File: src/pdt_params.svh
// timing and field constants for the programmable delay trigger
`ifndef PDT_PARAMS_SVH
`define PDT_PARAMS_SVH

// =====================================================================
// sizes
`define PDT_NUM_CHAN 2
`define PDT_CNT_W 16
`define PDT_PRE_W 8
// =====================================================================
// output-select encodings
`define PDT_OS_BYPASS 2'h0
`define PDT_OS_DELAY 2'h1
// =====================================================================
// latency of the pre-trigger beyond the scaled delay, in bus clocks
`define PDT_PRE_LAT 2
// trigger output follows pre-trigger by this many bus clocks
`define PDT_TRIG_LAT 1
// reset values
`define PDT_CNT_RST 16'h0000
`define PDT_PRE_RST 8'h00

`endif

File: src/pdt_pkg.sv
// types shared by the programmable delay trigger files
package pdt_pkg;
  // per-channel configuration
  typedef struct packed {
    logic slot_a_enable;
    logic slot_b_enable;
    logic [1:0] slot_a_output_select;
    logic [1:0] slot_b_output_select;
    logic [15:0] slot_a_delay_value;
    logic [15:0] slot_b_delay_value;
  } pdt_chan_cfg_t;
  // per-channel converter-facing outputs
  typedef struct packed {
    logic conv_hw_select_a;
    logic conv_hw_select_b;
    logic slot_a_conv_start;
    logic slot_b_conv_start;
  } pdt_chan_out_t;
  // counter run states
  typedef enum logic [1:0] {
    PDT_IDLE = 2'b01,
    PDT_RUN = 2'b10
  } pdt_state_t;
endpackage : pdt_pkg

File: src/pdt_sync.sv
// two-flop synchroniser for pin-level inputs
`timescale 1ns/1ns
module pdt_sync (
  input wire logic i_mclk,
  input wire logic i_reset_n,
  input wire logic i_async,
  output logic o_sync
);
  logic stage1;
  // =====================================================================
  // first stage feeds only the second
  always_ff @(posedge i_mclk or negedge i_reset_n)
  begin
    if (!i_reset_n)
    begin
      stage1 <= 1'b0;
      o_sync <= 1'b0;
    end
    else
    begin
      stage1 <= i_async;
      o_sync <= stage1;
    end
  end
endmodule : pdt_sync

File: src/pdt_chan.sv
// one channel: delay compare, ping-pong hold-off and sequence faults
`timescale 1ns/1ns
`include "pdt_params.svh"
module pdt_chan
  import pdt_pkg::*;
(
  input wire logic i_mclk,
  input wire logic i_reset_n,
  input wire logic i_enable,
  input wire logic i_event,
  input wire logic i_running,
  input wire logic i_tick,
  input wire logic [15:0] i_count,
  input pdt_chan_cfg_t i_cfg,
  input wire logic i_conv_done_set_a,
  input wire logic i_conv_done_set_b,
  input wire logic i_clear_fault_a,
  input wire logic i_clear_fault_b,
  output pdt_chan_out_t o_out,
  output logic o_slot_a_sequence_fault,
  output logic o_slot_b_sequence_fault
);
  logic hit_a;
  logic hit_b;
  logic pre_a;
  logic pre_b;
  logic busy_a;
  logic busy_b;
  logic fire_a;
  logic fire_b;
  // =====================================================================
  // delay expiry: compare hit or bypass passes the event straight through
  wire match_a = i_running && i_tick && (i_count == i_cfg.slot_a_delay_value);
  wire match_b = i_running && i_tick && (i_count == i_cfg.slot_b_delay_value);
  // i_tick marks the first clock of a count value, so a hit lands at event + max(prescale, 1)*delay + 1
  wire byp_a = (i_cfg.slot_a_output_select == `PDT_OS_BYPASS) && i_event;
  wire byp_b = (i_cfg.slot_b_output_select == `PDT_OS_BYPASS) && i_event;
  wire dly_a = (i_cfg.slot_a_output_select == `PDT_OS_DELAY) && match_a;
  wire dly_b = (i_cfg.slot_b_output_select == `PDT_OS_DELAY) && match_b;
  wire go_a = i_enable && i_cfg.slot_a_enable && byp_a;
  wire go_b = i_enable && i_cfg.slot_b_enable && byp_b;
  wire now_a = i_enable && i_cfg.slot_a_enable && dly_a;
  wire now_b = i_enable && i_cfg.slot_b_enable && dly_b;
  // hold-off: the other slot's conversion still running
  wire next_fire_a = pre_a && !busy_b;
  wire next_fire_b = pre_b && !busy_a;
  // =====================================================================
  // bypass waits one clock in hit so both paths give pre-trigger at event plus scaled delay plus two, bypass counting as zero delay
  always_ff @(posedge i_mclk or negedge i_reset_n)
  begin
    if (!i_reset_n)
    begin
      hit_a <= 1'b0;
      hit_b <= 1'b0;
      pre_a <= 1'b0;
      pre_b <= 1'b0;
      fire_a <= 1'b0;
      fire_b <= 1'b0;
    end
    else
    begin
      hit_a <= go_a;
      hit_b <= go_b;
      pre_a <= (hit_a || now_a) && i_cfg.slot_a_enable;
      pre_b <= (hit_b || now_b) && i_cfg.slot_b_enable;
      fire_a <= next_fire_a && i_cfg.slot_a_enable;
      fire_b <= next_fire_b && i_cfg.slot_b_enable;
    end
  end
  // =====================================================================
  // conversion-in-progress trackers and sticky faults (set beats clear)
  always_ff @(posedge i_mclk or negedge i_reset_n)
  begin
    if (!i_reset_n)
    begin
      busy_a <= 1'b0;
      busy_b <= 1'b0;
      o_slot_a_sequence_fault <= 1'b0;
      o_slot_b_sequence_fault <= 1'b0;
    end
    else
    begin
      busy_a <= fire_a || (busy_a && !i_conv_done_set_a);
      busy_b <= fire_b || (busy_b && !i_conv_done_set_b);
      if (pre_b && busy_a)
        o_slot_b_sequence_fault <= 1'b1;
      else if (i_clear_fault_b)
        o_slot_b_sequence_fault <= 1'b0;
      if (pre_a && busy_b)
        o_slot_a_sequence_fault <= 1'b1;
      else if (i_clear_fault_a)
        o_slot_a_sequence_fault <= 1'b0;
    end
  end
  // converter wiring: pre-triggers onto the hardware selects
  assign o_out.conv_hw_select_a = pre_a;
  assign o_out.conv_hw_select_b = pre_b;
  assign o_out.slot_a_conv_start = fire_a;
  assign o_out.slot_b_conv_start = fire_b;

  // =====================================================================
  // checks
  property p_fault_b;
    @(posedge i_mclk) disable iff (!i_reset_n)
      (pre_b && busy_a) |=> o_slot_b_sequence_fault;
  endproperty
  a_fault_b: assert property (p_fault_b) else $error("b fault not set");
  property p_fault_a;
    @(posedge i_mclk) disable iff (!i_reset_n)
      (pre_a && busy_b) |=> o_slot_a_sequence_fault;
  endproperty
  a_fault_a: assert property (p_fault_a) else $error("a fault not set");
  property p_no_b_while_a;
    @(posedge i_mclk) disable iff (!i_reset_n)
      $past(busy_a) && busy_a |-> !fire_b;
  endproperty
  a_no_b_while_a: assert property (p_no_b_while_a) else $error("b fired in a");
  property p_no_a_while_b;
    @(posedge i_mclk) disable iff (!i_reset_n)
      $past(busy_b) && busy_b |-> !fire_a;
  endproperty
  a_no_a_while_b: assert property (p_no_a_while_b) else $error("a fired in b");
  property p_trig_after_pre;
    @(posedge i_mclk) disable iff (!i_reset_n)
      (pre_a && !busy_b && i_cfg.slot_a_enable) |=> fire_a;
  endproperty
  a_trig_after_pre: assert property (p_trig_after_pre) else $error("trigger late");
  property p_enable_low;
    @(posedge i_mclk) disable iff (!i_reset_n)
      !i_cfg.slot_a_enable [*2] |-> !pre_a && !fire_a;
  endproperty
  a_enable_low: assert property (p_enable_low) else $error("disabled slot a active");
  property p_pre_lat;
    @(posedge i_mclk) disable iff (!i_reset_n)
      (go_b && i_cfg.slot_b_enable) ##1 i_cfg.slot_b_enable |=> pre_b;
  endproperty
  a_pre_lat: assert property (p_pre_lat) else $error("pre b latency");
  property p_sticky;
    @(posedge i_mclk) disable iff (!i_reset_n)
      (o_slot_a_sequence_fault && !i_clear_fault_a) |=> o_slot_a_sequence_fault;
  endproperty
  a_sticky: assert property (p_sticky) else $error("fault a dropped");
endmodule : pdt_chan

File: src/pdt_delay_trigger.sv
// programmable delay trigger: shared counter and per-channel triggers
`timescale 1ns/1ns
`include "pdt_params.svh"
module pdt_delay_trigger
  import pdt_pkg::*;
(
  input wire logic i_mclk,
  input wire logic i_reset_n,
  input wire logic i_block_enable,
  input wire logic i_continuous_run_bit,
  input wire logic [7:0] i_prescale,
  input wire logic [15:0] i_modulus,
  input wire logic i_start_input_event,
  input pdt_chan_cfg_t [1:0] i_chan_cfg,
  input wire logic [1:0] i_conv_done_set_a,
  input wire logic [1:0] i_conv_done_set_b,
  input wire logic [1:0] i_clear_fault_a,
  input wire logic [1:0] i_clear_fault_b,
  output pdt_chan_out_t [1:0] o_chan_out,
  output logic [1:0] o_slot_a_sequence_fault,
  output logic [1:0] o_slot_b_sequence_fault,
  output logic [15:0] o_count,
  output logic o_running,
  output logic o_sequence_error_irq
);
  pdt_state_t state;
  pdt_state_t next_state;
  logic [7:0] pre_cnt;
  logic [15:0] next_count;
  logic [7:0] next_pre_cnt;
  logic trig_sync;
  logic trig_prev;
  logic [1:0] done_a_sync;
  logic [1:0] done_b_sync;

  // =====================================================================
  // pin inputs pass two flops before use
  pdt_sync u_sync_trig (
    .i_mclk(i_mclk),
    .i_reset_n(i_reset_n),
    .i_async(i_start_input_event),
    .o_sync(trig_sync)
  );
  genvar g;
  generate
    for (g = 0; g < `PDT_NUM_CHAN; g++)
    begin : g_done
      pdt_sync u_sync_a (
        .i_mclk(i_mclk),
        .i_reset_n(i_reset_n),
        .i_async(i_conv_done_set_a[g]),
        .o_sync(done_a_sync[g])
      );
      pdt_sync u_sync_b (
        .i_mclk(i_mclk),
        .i_reset_n(i_reset_n),
        .i_async(i_conv_done_set_b[g]),
        .o_sync(done_b_sync[g])
      );
    end
  endgenerate

  // =====================================================================
  // rising edge of the synchronised trigger is the start event
  wire trig_event = trig_sync && !trig_prev && i_block_enable;
  // prescaler tick on the last clock of each count value (0 and 1 mean every clock)
  wire tick = (i_prescale <= 8'h01) || (pre_cnt >= i_prescale - 8'h01);
  // first clock of each count value: delay compares are timed from here
  wire count_start = (pre_cnt == 8'h00);
  wire at_mod = (o_count == i_modulus) && tick;
  wire running = (state == PDT_RUN);

  // =====================================================================
  // counter state machine
  always_comb
  begin
    next_state = state;
    next_count = o_count;
    next_pre_cnt = pre_cnt;
    unique case (state)
      PDT_IDLE:
      begin
        if (trig_event)
        begin
          next_state = PDT_RUN;
          next_count = `PDT_CNT_RST;
          next_pre_cnt = `PDT_PRE_RST;
        end
      end
      PDT_RUN:
      begin
        if (trig_event)
        begin
          next_count = `PDT_CNT_RST; // retrigger restarts the count
          next_pre_cnt = `PDT_PRE_RST;
        end
        else if (at_mod)
        begin
          next_count = `PDT_CNT_RST;
          next_pre_cnt = `PDT_PRE_RST;
          if (!i_continuous_run_bit)
            next_state = PDT_IDLE;
        end
        else if (tick)
        begin
          next_count = o_count + 16'h0001;
          next_pre_cnt = `PDT_PRE_RST;
        end
        else
          next_pre_cnt = pre_cnt + 8'h01;
      end
      default:
        next_state = PDT_IDLE;
    endcase
    if (!i_block_enable)
    begin
      next_state = PDT_IDLE;
      next_count = `PDT_CNT_RST;
      next_pre_cnt = `PDT_PRE_RST;
    end
  end

  always_ff @(posedge i_mclk or negedge i_reset_n)
  begin
    if (!i_reset_n)
    begin
      state <= PDT_IDLE;
      o_count <= `PDT_CNT_RST;
      pre_cnt <= `PDT_PRE_RST;
      trig_prev <= 1'b0;
    end
    else
    begin
      state <= next_state;
      o_count <= next_count;
      pre_cnt <= next_pre_cnt;
      trig_prev <= trig_sync;
    end
  end
  assign o_running = running;

  // =====================================================================
  // channels, each comparing the shared count against its two delays
  generate
    for (g = 0; g < `PDT_NUM_CHAN; g++)
    begin : g_chan
      pdt_chan u_chan (
        .i_mclk(i_mclk),
        .i_reset_n(i_reset_n),
        .i_enable(i_block_enable),
        .i_event(trig_event),
        .i_running(running),
        .i_tick(count_start),
        .i_count(o_count),
        .i_cfg(i_chan_cfg[g]),
        .i_conv_done_set_a(done_a_sync[g]),
        .i_conv_done_set_b(done_b_sync[g]),
        .i_clear_fault_a(i_clear_fault_a[g]),
        .i_clear_fault_b(i_clear_fault_b[g]),
        .o_out(o_chan_out[g]),
        .o_slot_a_sequence_fault(o_slot_a_sequence_fault[g]),
        .o_slot_b_sequence_fault(o_slot_b_sequence_fault[g])
      );
    end
  endgenerate

  // unmaskable error interrupt from any channel fault
  assign o_sequence_error_irq = |{o_slot_a_sequence_fault, o_slot_b_sequence_fault};

  // =====================================================================
  // checks
  property p_irq;
    @(posedge i_mclk) disable iff (!i_reset_n)
      (|o_slot_a_sequence_fault) |-> o_sequence_error_irq;
  endproperty
  a_irq: assert property (p_irq) else $error("irq missing");
  property p_wrap;
    @(posedge i_mclk) disable iff (!i_reset_n)
      (running && at_mod && !trig_event && i_block_enable) |=> (o_count == 16'h0000);
  endproperty
  a_wrap: assert property (p_wrap) else $error("no wrap at modulus");
  property p_oneshot;
    @(posedge i_mclk) disable iff (!i_reset_n)
      (running && at_mod && !trig_event && !i_continuous_run_bit) |=> !o_running;
  endproperty
  a_oneshot: assert property (p_oneshot) else $error("one-shot kept running");
  property p_disable;
    @(posedge i_mclk) disable iff (!i_reset_n)
      !i_block_enable |=> (o_count == 16'h0000) && !o_running;
  endproperty
  a_disable: assert property (p_disable) else $error("disabled counter moved");

  // =====================================================================
  // interrupt and counter checks
  property p_irq_b;
    @(posedge i_mclk) disable iff (!i_reset_n)
      (|o_slot_b_sequence_fault) |-> o_sequence_error_irq;
  endproperty
  a_irq_b: assert property (p_irq_b) else $error("irq missing for b fault");
  property p_start;
    @(posedge i_mclk) disable iff (!i_reset_n)
      trig_event |=> o_running && (o_count == 16'h0000);
  endproperty
  a_start: assert property (p_start) else $error("count not started at zero");
  property p_step;
    @(posedge i_mclk) disable iff (!i_reset_n)
      (running && tick && !at_mod && !trig_event && i_block_enable)
        |=> (o_count == $past(o_count) + 16'h0001);
  endproperty
  a_step: assert property (p_step) else $error("count did not step");
  property p_hold;
    @(posedge i_mclk) disable iff (!i_reset_n)
      (running && !tick && !trig_event && i_block_enable) |=> $stable(o_count);
  endproperty
  a_hold: assert property (p_hold) else $error("count moved between ticks");
  property p_idle_zero;
    @(posedge i_mclk) disable iff (!i_reset_n)
      !o_running |-> (o_count == 16'h0000);
  endproperty
  a_idle_zero: assert property (p_idle_zero) else $error("stopped count not zero");
  property p_cont;
    @(posedge i_mclk) disable iff (!i_reset_n)
      (running && at_mod && !trig_event && i_continuous_run_bit && i_block_enable)
        |=> o_running;
  endproperty
  a_cont: assert property (p_cont) else $error("continuous count stopped");

  // =====================================================================
  // per-channel output checks
  generate
    for (g = 0; g < `PDT_NUM_CHAN; g++)
    begin : g_chk
      property p_pair_a;
        @(posedge i_mclk) disable iff (!i_reset_n)
          o_chan_out[g].slot_a_conv_start |-> $past(o_chan_out[g].conv_hw_select_a);
      endproperty
      a_pair_a: assert property (p_pair_a) else $error("start a without select");
      property p_pair_b;
        @(posedge i_mclk) disable iff (!i_reset_n)
          o_chan_out[g].slot_b_conv_start |-> $past(o_chan_out[g].conv_hw_select_b);
      endproperty
      a_pair_b: assert property (p_pair_b) else $error("start b without select");
      property p_off;
        @(posedge i_mclk) disable iff (!i_reset_n)
          !i_block_enable [*3] |=> (o_chan_out[g] == 4'h0);
      endproperty
      a_off: assert property (p_off) else $error("disabled block drove outputs");
      property p_bypass_a;
        @(posedge i_mclk) disable iff (!i_reset_n)
          (trig_event && i_chan_cfg[g].slot_a_enable
            && (i_chan_cfg[g].slot_a_output_select == `PDT_OS_BYPASS))
            ##1 i_chan_cfg[g].slot_a_enable |=> o_chan_out[g].conv_hw_select_a;
      endproperty
      a_bypass_a: assert property (p_bypass_a) else $error("bypass a late");
      property p_bypass_b;
        @(posedge i_mclk) disable iff (!i_reset_n)
          (trig_event && i_chan_cfg[g].slot_b_enable
            && (i_chan_cfg[g].slot_b_output_select == `PDT_OS_BYPASS))
            ##1 i_chan_cfg[g].slot_b_enable |=> o_chan_out[g].conv_hw_select_b;
      endproperty
      a_bypass_b: assert property (p_bypass_b) else $error("bypass b late");
      property p_seq_a;
        @(posedge i_mclk) disable iff (!i_reset_n)
          $rose(o_slot_a_sequence_fault[g])
            |-> $past(o_chan_out[g].conv_hw_select_a) && !o_chan_out[g].slot_a_conv_start;
      endproperty
      a_seq_a: assert property (p_seq_a) else $error("a fault without held start");
      property p_seq_b;
        @(posedge i_mclk) disable iff (!i_reset_n)
          $rose(o_slot_b_sequence_fault[g])
            |-> $past(o_chan_out[g].conv_hw_select_b) && !o_chan_out[g].slot_b_conv_start;
      endproperty
      a_seq_b: assert property (p_seq_b) else $error("b fault without held start");
      property p_clear_a;
        @(posedge i_mclk) disable iff (!i_reset_n)
          (i_clear_fault_a[g] && !o_chan_out[g].conv_hw_select_a)
            |=> !o_slot_a_sequence_fault[g];
      endproperty
      a_clear_a: assert property (p_clear_a) else $error("fault a not cleared");
      property p_clear_b;
        @(posedge i_mclk) disable iff (!i_reset_n)
          (i_clear_fault_b[g] && !o_chan_out[g].conv_hw_select_b)
            |=> !o_slot_b_sequence_fault[g];
      endproperty
      a_clear_b: assert property (p_clear_b) else $error("fault b not cleared");
      property p_sticky_b;
        @(posedge i_mclk) disable iff (!i_reset_n)
          (o_slot_b_sequence_fault[g] && !i_clear_fault_b[g]) |=> o_slot_b_sequence_fault[g];
      endproperty
      a_sticky_b: assert property (p_sticky_b) else $error("fault b dropped");
    end
  endgenerate
endmodule : pdt_delay_trigger

File: config.mk
export PLATFORM = sky130hd
export DESIGN_NAME = pdt_delay_trigger
export DESIGN_NICKNAME = d
export VERILOG_FILES = /design/src/pdt_pkg.sv /design/src/pdt_sync.sv /design/src/pdt_chan.sv /design/src/pdt_delay_trigger.sv
export VERILOG_INCLUDE_DIRS = /design/src /design/src/src
export SDC_FILE = /design/constraint.sdc
export NUM_CORES = 1
export LEC_CHECK = 0
export ABC_AREA = 0
export BUFFER_PORTS_ARGS = -buffer_cell sky130_fd_sc_hd__buf_2
export CORE_UTILIZATION = 45
export DETAILED_ROUTE_END_ITERATION = 8
export GPL_TIMING_DRIVEN = 0
export PLACE_DENSITY = 0.77
export SYNTH_ARGS = -nofsm -noshare
export SYNTH_HDL_FRONTEND = slang
export SYNTH_SLANG_ARGS = --single-unit
export TNS_END_PERCENT = 20
File: constraint.sdc
create_clock -name i_mclk -period 2.4 [get_ports i_mclk]
set_clock_uncertainty 0.2 [all_clocks]
set_input_delay 0.48 -clock i_mclk [delete_from_list [all_inputs] [get_ports i_mclk]]
set_output_delay 0.48 -clock i_mclk [all_outputs]
set_load 0.05 [all_outputs]
Word-level counts from Yosys, hierarchy flattened
Index checks and enable logic that the tools add are counted.
{"block": "totals", "word_cells": 161, "ff_bits": 57, "in_bits": 113}
{"block": "classes", "mux": 26, "reduce_logical": 79, "eq_ne": 17, "add_sub_neg": 3, "n_lt_le_gt_ge": 2}
{"op": "== test 16 bit", "n": 5}
{"op": "two-way mux 16 bit", "n": 5}
{"op": "logical AND 1 bit", "n": 48}
{"op": "two-way mux 8 bit", "n": 5}
{"op": "case mux 16 bit (2 select lines)", "n": 1}
{"op": "adder 16 x 1 -> 16 bit (second input constant)", "n": 1}
{"op": "case mux 8 bit (2 select lines)", "n": 1}
{"op": "== test 2 x 1 -> 1 bit (second input constant)", "n": 5}
{"op": "two-way mux 2 bit", "n": 5}
{"op": "logical NOT 1 bit", "n": 9}
{"op": "logical OR 1 bit", "n": 9}
{"op": "inequality test 3 bit (second input constant)", "n": 3}
{"op": "adder 8 x 1 -> 8 bit (second input constant)", "n": 1}
{"op": ">= comparator 8 bit", "n": 1}
{"op": "<= comparator 8 x 1 -> 1 bit (second input constant)", "n": 1}
{"op": "logical NOT 2 bit", "n": 4}
{"op": "logical NOT 8 bit", "n": 1}
{"op": "two-way mux 1 bit", "n": 8}
{"op": "nonzero test 2 bit", "n": 4}
{"op": "subtractor 8 x 1 -> 8 bit (second input constant)", "n": 1}
{"op": "inequality test 5 bit (second input constant)", "n": 1}
{"op": "case mux 2 bit (2 select lines)", "n": 1}
{"op": "AND reduction 4 bit", "n": 1}
{"op": "OR reduction 4 bit", "n": 1}
{"op": "5 further kinds", "n": 5}

Depth between registers and ports, before layout
Gate-level depths: netlist (run 1).
{"block": "depth", "depth_word": 8, "depth_mapped": 13}

By module
From an unflattened synthesis (run 1), not the netlist that was laid out.
{"block": "unflattened", "hier_cells": 381, "area_unflattened_um2": 3714.8}
{"module": "pdt_delay_trigger", "cells_each": 215, "area_per_inst_um2": 1943.1, "n_inst": 1, "seq_area_each_um2": 676.9}
{"module": "pdt_chan", "cells_each": 78, "area_per_inst_um2": 760.7, "n_inst": 2, "seq_area_each_um2": 250.2}
{"module": "pdt_sync", "cells_each": 2, "area_per_inst_um2": 50.0, "n_inst": 5, "seq_area_each_um2": 50.0}

Least setup slack after synthesis (run 1)
OpenSTA, ideal clock, no wires.
{"block": "synth_timing", "path_kind": "input-to-reg", "startpoint": "input i_prescale[2]", "endpoint": "register o_count[10]", "t_arrival_ns": 3.176, "n_path_buf": 0, "cell_stages": 9, "setup_ns": 0.135, "path_slack_ns": -1.111, "cell_sequence": "or4_4 > nor4_1 > xnor2_1 > ha_1 > o211ai_1 > o311ai_0 > a21oi_1 > nor2_1 > nor2_1"}
{"block": "synth_between", "elab_chain_cells": 8, "word_cells_on_any_way": 11, "cone_classes": "add/sub (1); order compare (2); eq/ne (1); mux (4); reduce/logical (3)"}
{"element": "from (decl)", "line": "pdt_delay_trigger.sv:11", "source": "input wire logic [7:0] i_prescale,"}
{"element": "subtractor 8 x 1 -> 8 bit", "line": "pdt_delay_trigger.sv:67", "source": "wire tick = (i_prescale <= 8'h01) || (pre_cnt >= i_prescale - 8'h01);"}
{"element": ">= comparator 8 bit", "line": "pdt_delay_trigger.sv:67"}
{"element": "logical OR 1 bit (*)", "line": "pdt_delay_trigger.sv:67"}
{"element": "logical AND 1 bit", "line": "pdt_delay_trigger.sv:70", "source": "wire at_mod = (o_count == i_modulus) && tick;"}
{"element": "two-way mux 16 bit", "line": "pdt_delay_trigger.sv:97", "source": "else if (at_mod)"}
{"element": "two-way mux 16 bit", "line": "pdt_delay_trigger.sv:92", "source": "if (trig_event)"}
{"element": "case mux 16 bit (2 select lines)", "line": "pdt_delay_trigger.sv:80", "source": "unique case (state)"}
{"element": "two-way mux 16 bit", "line": "pdt_delay_trigger.sv:115", "source": "if (!i_block_enable)"}
{"element": "to (signal assigned)", "line": "pdt_delay_trigger.sv:128", "source": "o_count <= `PDT_CNT_RST;"}
{"element": "to (signal assigned)", "line": "pdt_delay_trigger.sv:135", "source": "o_count <= next_count;"}
{"element": "to (decl)", "line": "pdt_delay_trigger.sv:22", "source": "output logic [15:0] o_count,"}
Every way passes the cells marked *; elsewhere a longest branch is shown, timed or not.
A chain may end at the register's enable or synchronous reset.

Worst setup path in the final report (run 1)
{"block": "layout_timing", "startpoint": "input i_prescale[2]", "endpoint": "register o_count[3]"}
The elaborated chain is that of the path after synthesis.

==> impl_metrics.ini, run 1 <==
[yosys]
syn_area_um2 = 3740
synth_cell_types = 43
syn_area_per_cell_um2 = 9.52
ys_warn_count = 0
ys_ff_latch = 57
synth.net_count = 519
yosysSeqAreaShare = 0.382
synthCells = 393

[final_layout]
drive_gt1_frac = 0.370
largest_reg_flops = 16
fillers = 659
regArea_um2 = 1430
reg_top3 = o_count (16), pre_cnt (8)
multi_input_area_um2 = 2220
antenna_cells = 0
area_delta_synth_final_pct = 34.0
final_cells = 662
nNetsFinal = 681
final_util = 0.636
largest_register = o_count

[routing]
via_per_inst = 5.34
drc = 0
dr.pass1.iters = 5
ant_nets = 0
drtIter0Drc = 165
detail_route.wl_per_cell_um = 17.0
routed_wl_um = 11200
vias = 3535

[floorplan]
pin_count = 143
die_h_um = 93.2
coreArea_um2 = 7890
rows = 32
die_area_um2 = 8680
start_util = 0.474
die_w_um = 93.2

[grt]
grt_max_degree = 58
gr-total-overflow = 0
grt_pass1_wl_um = 16800
grt_usage = 0.257
antenna_found_initial = 0
grt_pass1_vias = 3391

[status]
outcome = finished, violations left
violations = hold timing, setup timing

[hold_path]
hp-class = input pin to asynchronous set/reset pin

[worst_setup_path]
worstSetupEndpointType = flip-flop
reg2reg_slack_ps = -460
cp.arrival_ps = 3230
cp-start-kind = input pin
cp_max_fo = 6
required_ps = 2470
criticalPathCategory = input pin to flip-flop

[timing]
post-route-min-period_ps = 3170
hold_viol = 9
drv_slew = 0
max_freq_ghz = 0.316
grt_setup_unrepaired = yes
hold_slack_ps = -13.3
period_share = 1.32
setup_violations = 26
slew_headroom = 0.408
worstMarginPinSlew_ps = 885
worst_slack_ps = -767

[cts]
cts_tree = done
clkSinkCount = 57
cts_hold_buf = 0
clk_pin_slew_ps = 70
cts_buffers = 9
cts_buffer_depth = 2
cts_max_level = 3
clock-root-buffer = clkbuf_8
worstSkewPairLatency_ps = 340

[pwr]
ir_drop_uv = 237
powerDensity_nw_per_um2 = 413
p_leak_nw = 2.49

[placement]
place.detailed.hpwl_um = 8550
place_inst = 637
gp_congestion = 0.900
io_buffers = 142
pre_cts_ws_ps = -1150

[job]
drv_cap = 0
## final cells by class
| class | instances | area share |
|---|---|---|
| Tap cell | 102 | 0.0254 |
| Multi-Input combinational cell | 286 | 0.444 |
| Sequential cell | 57 | 0.285 |
| Clock buffer | 10 | 0.0274 |
| Buffer | 31 | 0.0342 |
| Clock inverter | 6 | 0.00873 |
| Inverter | 19 | 0.0142 |
| Timing Repair Buffer | 151 | 0.162 |
## routing by layer
layer / GRT usage / wire length (um)
met1: 0.330 / 4590
met3: 0.0545 / 781
met2: 0.439 / 5720
met5: 0 / 0
met4: 0.0679 / 132
## cell usage in the layout (no fill, tap or decap), types with 7 or more instances in the layout
master | synthesis | routed
nand2_1 | 21 | 21
ha_1 | 13 | 12
dfrtp_1 | 56 | 56
nor2_1 | 21 | 18
xnor2_1 | 59 | 59
xor2_1 | 40 | 40
buf_2 | 0 | 140
buf_4 | 12 | 19
nand4_1 | 15 | 15
a21o_1 | 7 | 7
nor4_1 | 14 | 12
clkbuf_1 | 17 | 15
inv_1 | 19 | 19
clkbuf_8 | 0 | 10
nand3_1 | 14 | 14
o21ai_0 | 12 | 8
## repair_timing
action,4_1_cts,5_1_grt
gates cloned,0,0
resized for setup,15,22
pin swaps,11,15
endpoints found under the setup margin,26,28
buffers inserted,4,5
## through the flow
stage	power, mW	TNS, ps	cell area [um^2]
after floorplan	1.11	-13810	3770
after global placement	1.25	-22380	4600
after detailed placement	1.26	-25400	4600
after CTS	2.07	-13570	4880
after global routing	2.15	-16400	5010
final	2.07	-14750	5010
## cells by family after synthesis
logic type,share of synthesized area
AND/OR/NAND/NOR,0.187
XOR/XNOR,0.232
flip-flops,0.382
AO/OA/AOI/OAI,0.0916
buffers and inverters,0.0642
adder cells (fa/ha/maj),0.0435
## critical path: stages
cell      delay, ps
buf_8            90
or4_4           560
nor4_4          170
xnor2_1         110
ha_1            320
o211ai_1        120
o311a_1         380
buf_6           150
or3_4           400
or3_4           380
o21ai_2          60
## report_power, final
group	switching (mW)	total, mW	internal, mW
Clock	0.405	0.808	0.403
Combinational	0.141	0.282	0.142
Sequential	0.00468	0.978	0.974
Total	0.551	2.07	1.52
## path summary, 6_finish.rpt
| path | startpoint | end | cells after the start |
|---|---|---|---|
| min in group i_mclk | i_conv_done_set_b[1] | g_done[1].u_sync_b.stage1 | 1 |
| worst max register to register | o_count[5] | o_count[5] | 8 |
| worst min register to register | g_done[0].u_sync_a.stage1 | g_done[0].u_sync_a.o_sync | 0 |
| worst min-delay path | i_reset_n | g_chan[0].u_chan.busy_a | 1 |
| worst max-delay path | i_prescale[2] | o_count[3] | 11 |
| max in group asynchronous | i_reset_n | o_count[7] | 1 |
## cells in the mapped netlist, drive strengths merged
| library cell | instances | share of area |
|---|---|---|
| xnor2 | 59 | 0.14 |
| dfrtp | 56 | 0.37 |
| xor2 | 40 | 0.094 |
| nand2 | 21 | 0.021 |
| nor2 | 21 | 0.021 |
| inv | 19 | 0.019 |
| clkbuf | 17 | 0.017 |
| nand4 | 15 | 0.025 |
| buf | 14 | 0.028 |
| nand3 | 14 | 0.019 |
| nor4 | 14 | 0.023 |
| o21ai | 14 | 0.019 |
| ha | 13 | 0.043 |
| a21oi | 8 | 0.011 |
| a21o | 7 | 0.014 |
| or3 | 7 | 0.013 |
| nor3 | 5 | 0.0067 |
| nor4b | 5 | 0.012 |
| o21a | 5 | 0.010 |
| a2111oi | 4 | 0.012 |
| a211oi | 4 | 0.0080 |
| and3 | 4 | 0.0067 |
| and3b | 4 | 0.0094 |
| nand4b | 4 | 0.0094 |
| nand2b | 3 | 0.0050 |
| a22o | 2 | 0.0047 |
| or2 | 2 | 0.0033 |
| or4 | 2 | 0.0060 |
| a211o | 1 | 0.0023 |
| a31oi | 1 | 0.0017 |
| dfstp | 1 | 0.0070 |
| nand4bb | 1 | 0.0030 |
| nor2b | 1 | 0.0017 |
| nor3b | 1 | 0.0020 |
| o211ai | 1 | 0.0020 |
| o311a | 1 | 0.0027 |
| o311ai | 1 | 0.0023 |
| o41ai | 1 | 0.0023 |
(Power assumes the default switching activity.)
==> inputs of run 2 (changes only) <==
--- a/config.mk
+++ b/config.mk
@@ -8,6 +8,7 @@
 export LEC_CHECK = 0
 export ABC_AREA = 0
 export BUFFER_PORTS_ARGS = -buffer_cell sky130_fd_sc_hd__buf_2
+export CORE_MARGIN = 2
 export CORE_UTILIZATION = 45
 export DETAILED_ROUTE_END_ITERATION = 8
 export GPL_TIMING_DRIVEN = 0
==> impl_metrics.ini, run 2 (synthesis gave the netlist of run 1 again) <==
[status]
outcome = finished, violations left
violations = hold timing, setup timing

[final_layout]
fillers = 678
largest_reg_flops = 16
area_delta_synth_final_pct = 34.0
regArea_um2 = 1430
drive_gt1_frac = 0.359
multi_input_area_um2 = 2200
reg_top3 = o_count (16), pre_cnt (8)
mostFrequentLayoutCell = buf_2
final_cell_mix = buf_2, xnor2_1, dfrtp_1
antenna_cells = 0
largest_register = o_count
nNetsFinal = 681

[cts]
clk_pin_slew_ps = 60
cts_hold_buf = 0
cts_tree = done
cts_buffer_depth = 2
worstSkewPairLatency_ps = 330
clkSinkCount = 57
clock-root-buffer = clkbuf_8
cts_max_level = 3
cts_buffers = 9

[worst_setup_path]
worstSetupEndpointType = flip-flop
required_ps = 2410
cp-start-kind = input pin
cp_max_fo = 9
cp.arrival_ps = 3190
criticalPathCategory = input pin to flip-flop

[hold_path]
hp-class = input pin to asynchronous set/reset pin

[timing]
finalSetupTns_ps = -15310
post-route-min-period_ps = 3180
worstMarginPinSlew_ps = 919
drv_slew = 0
slew_headroom = 0.382
setup_violations = 26
hold_viol = 1
hold_slack_ps = -0.202
grt_setup_unrepaired = yes
worst_slack_ps = -779
period_share = 1.32
max_freq_ghz = 0.315

[floorplan]
coreArea_um2 = 8130
die_w_um = 95.2
start_util = 0.460
pin_count = 143
rows = 33
die_area_um2 = 9060
die_h_um = 95.2

[routing]
via_per_inst = 5.39
routed_wl_um = 11600
ant_nets = 0
drc = 0
drtIter0Drc = 187
detail_route.wl_per_cell_um = 17.4
vias = 3586
dr.pass1.iters = 4

[pwr]
pwr-share-comb = 0.129
p_leak_nw = 2.50
p_sw_frac = 0.234
power.clock.fraction = 0.424
ir_drop_uv = 288
powerDensity_nw_per_um2 = 437
p_seq_frac = 0.447
intPower_mw = 1.68
p_total_mw = 2.19
p_sw_mw = 0.512

[placement]
gp_congestion = 0.831
place.detailed.hpwl_um = 8660
io_buffers = 142
pre_cts_ws_ps = -1180

[grt]
grt_pass1_wl_um = 17300
gr-total-overflow = 0
grt_max_degree = 58
grt_usage = 0.254
antenna_found_initial = 0
grt_pass1_vias = 3641

[job]
drv_cap = 0
-- run 2: timing repair --
item	in CTS	in global routing
buffers inserted	5	5
gates resized for setup	16	15
endpoints found under the hold margin	0	0
pin swaps	9	7
endpoints found under the setup margin	26	26
-- run 2: cell type report --
class                   count  share of cell area
plain buffers              31              0.0337
clock buffers              14              0.0344
multi-input cells         286               0.439
inverters                  19              0.0142
clock inverters             2             0.00699
flip-flops and latches     57               0.285
repair buffers            151               0.160
well taps                 105              0.0262
-- run 2: critical path, cell delays in order --
cell	delay, ps
buf_8	100
or4_4	560
nor4_4	180
xnor2_1	100
ha_1	320
o211ai_1	130
o311a_1	370
buf_6	150
or3_4	400
buf_4	160
o41ai_4	240
-- run 2: metrics by stage --
stage,util,cells,cell area (um^2)
CTS,0.605,661,4920
finish,0.616,665,5010
floorplan,-,393,3770
global placement,0.567,640,4610
detailed placement,0.567,640,4610
global route,0.616,665,5010
-- run 2: path summary, 6_finish.rpt --
kind | startpoint | to | slack (ps) | cells past startpoint
hold / removal | i_reset_n | g_done[1].u_sync_a.o_sync | -0.2 | 1
min in group i_mclk | i_conv_done_set_b[1] | g_done[1].u_sync_b.stage1 | 60 | 1
setup reg to reg | o_count[3] | o_count[14] | -620 | 7
hold reg to reg | g_done[1].u_sync_b.stage1 | g_done[1].u_sync_b.o_sync | 150 | 0
max in group asynchronous | i_reset_n | pre_cnt[0] | 1520 | 1
setup / recovery | i_prescale[2] | o_count[8] | -780 | 11
-- run 2: layer usage --
layer | part of all wire | vias up | GRT usage
li1 | - | 1671 | -
met2 | 0.51 | 158 | 0.452
met5 | 0 | - | 0
met4 | 0.016 | 0 | 0.0882
met1 | 0.41 | 1732 | 0.312
met3 | 0.068 | 25 | 0.0379
-- run 2: power groups by stage --
stage,clock network (mW),registers [mW],logic (mW)
after floorplan,0,0.995,0.111
after global placement,0,0.996,0.258
after detailed placement,0,0.997,0.265
after CTS,0.946,0.979,0.279
after global routing,0.992,0.980,0.310
final,0.928,0.979,0.283
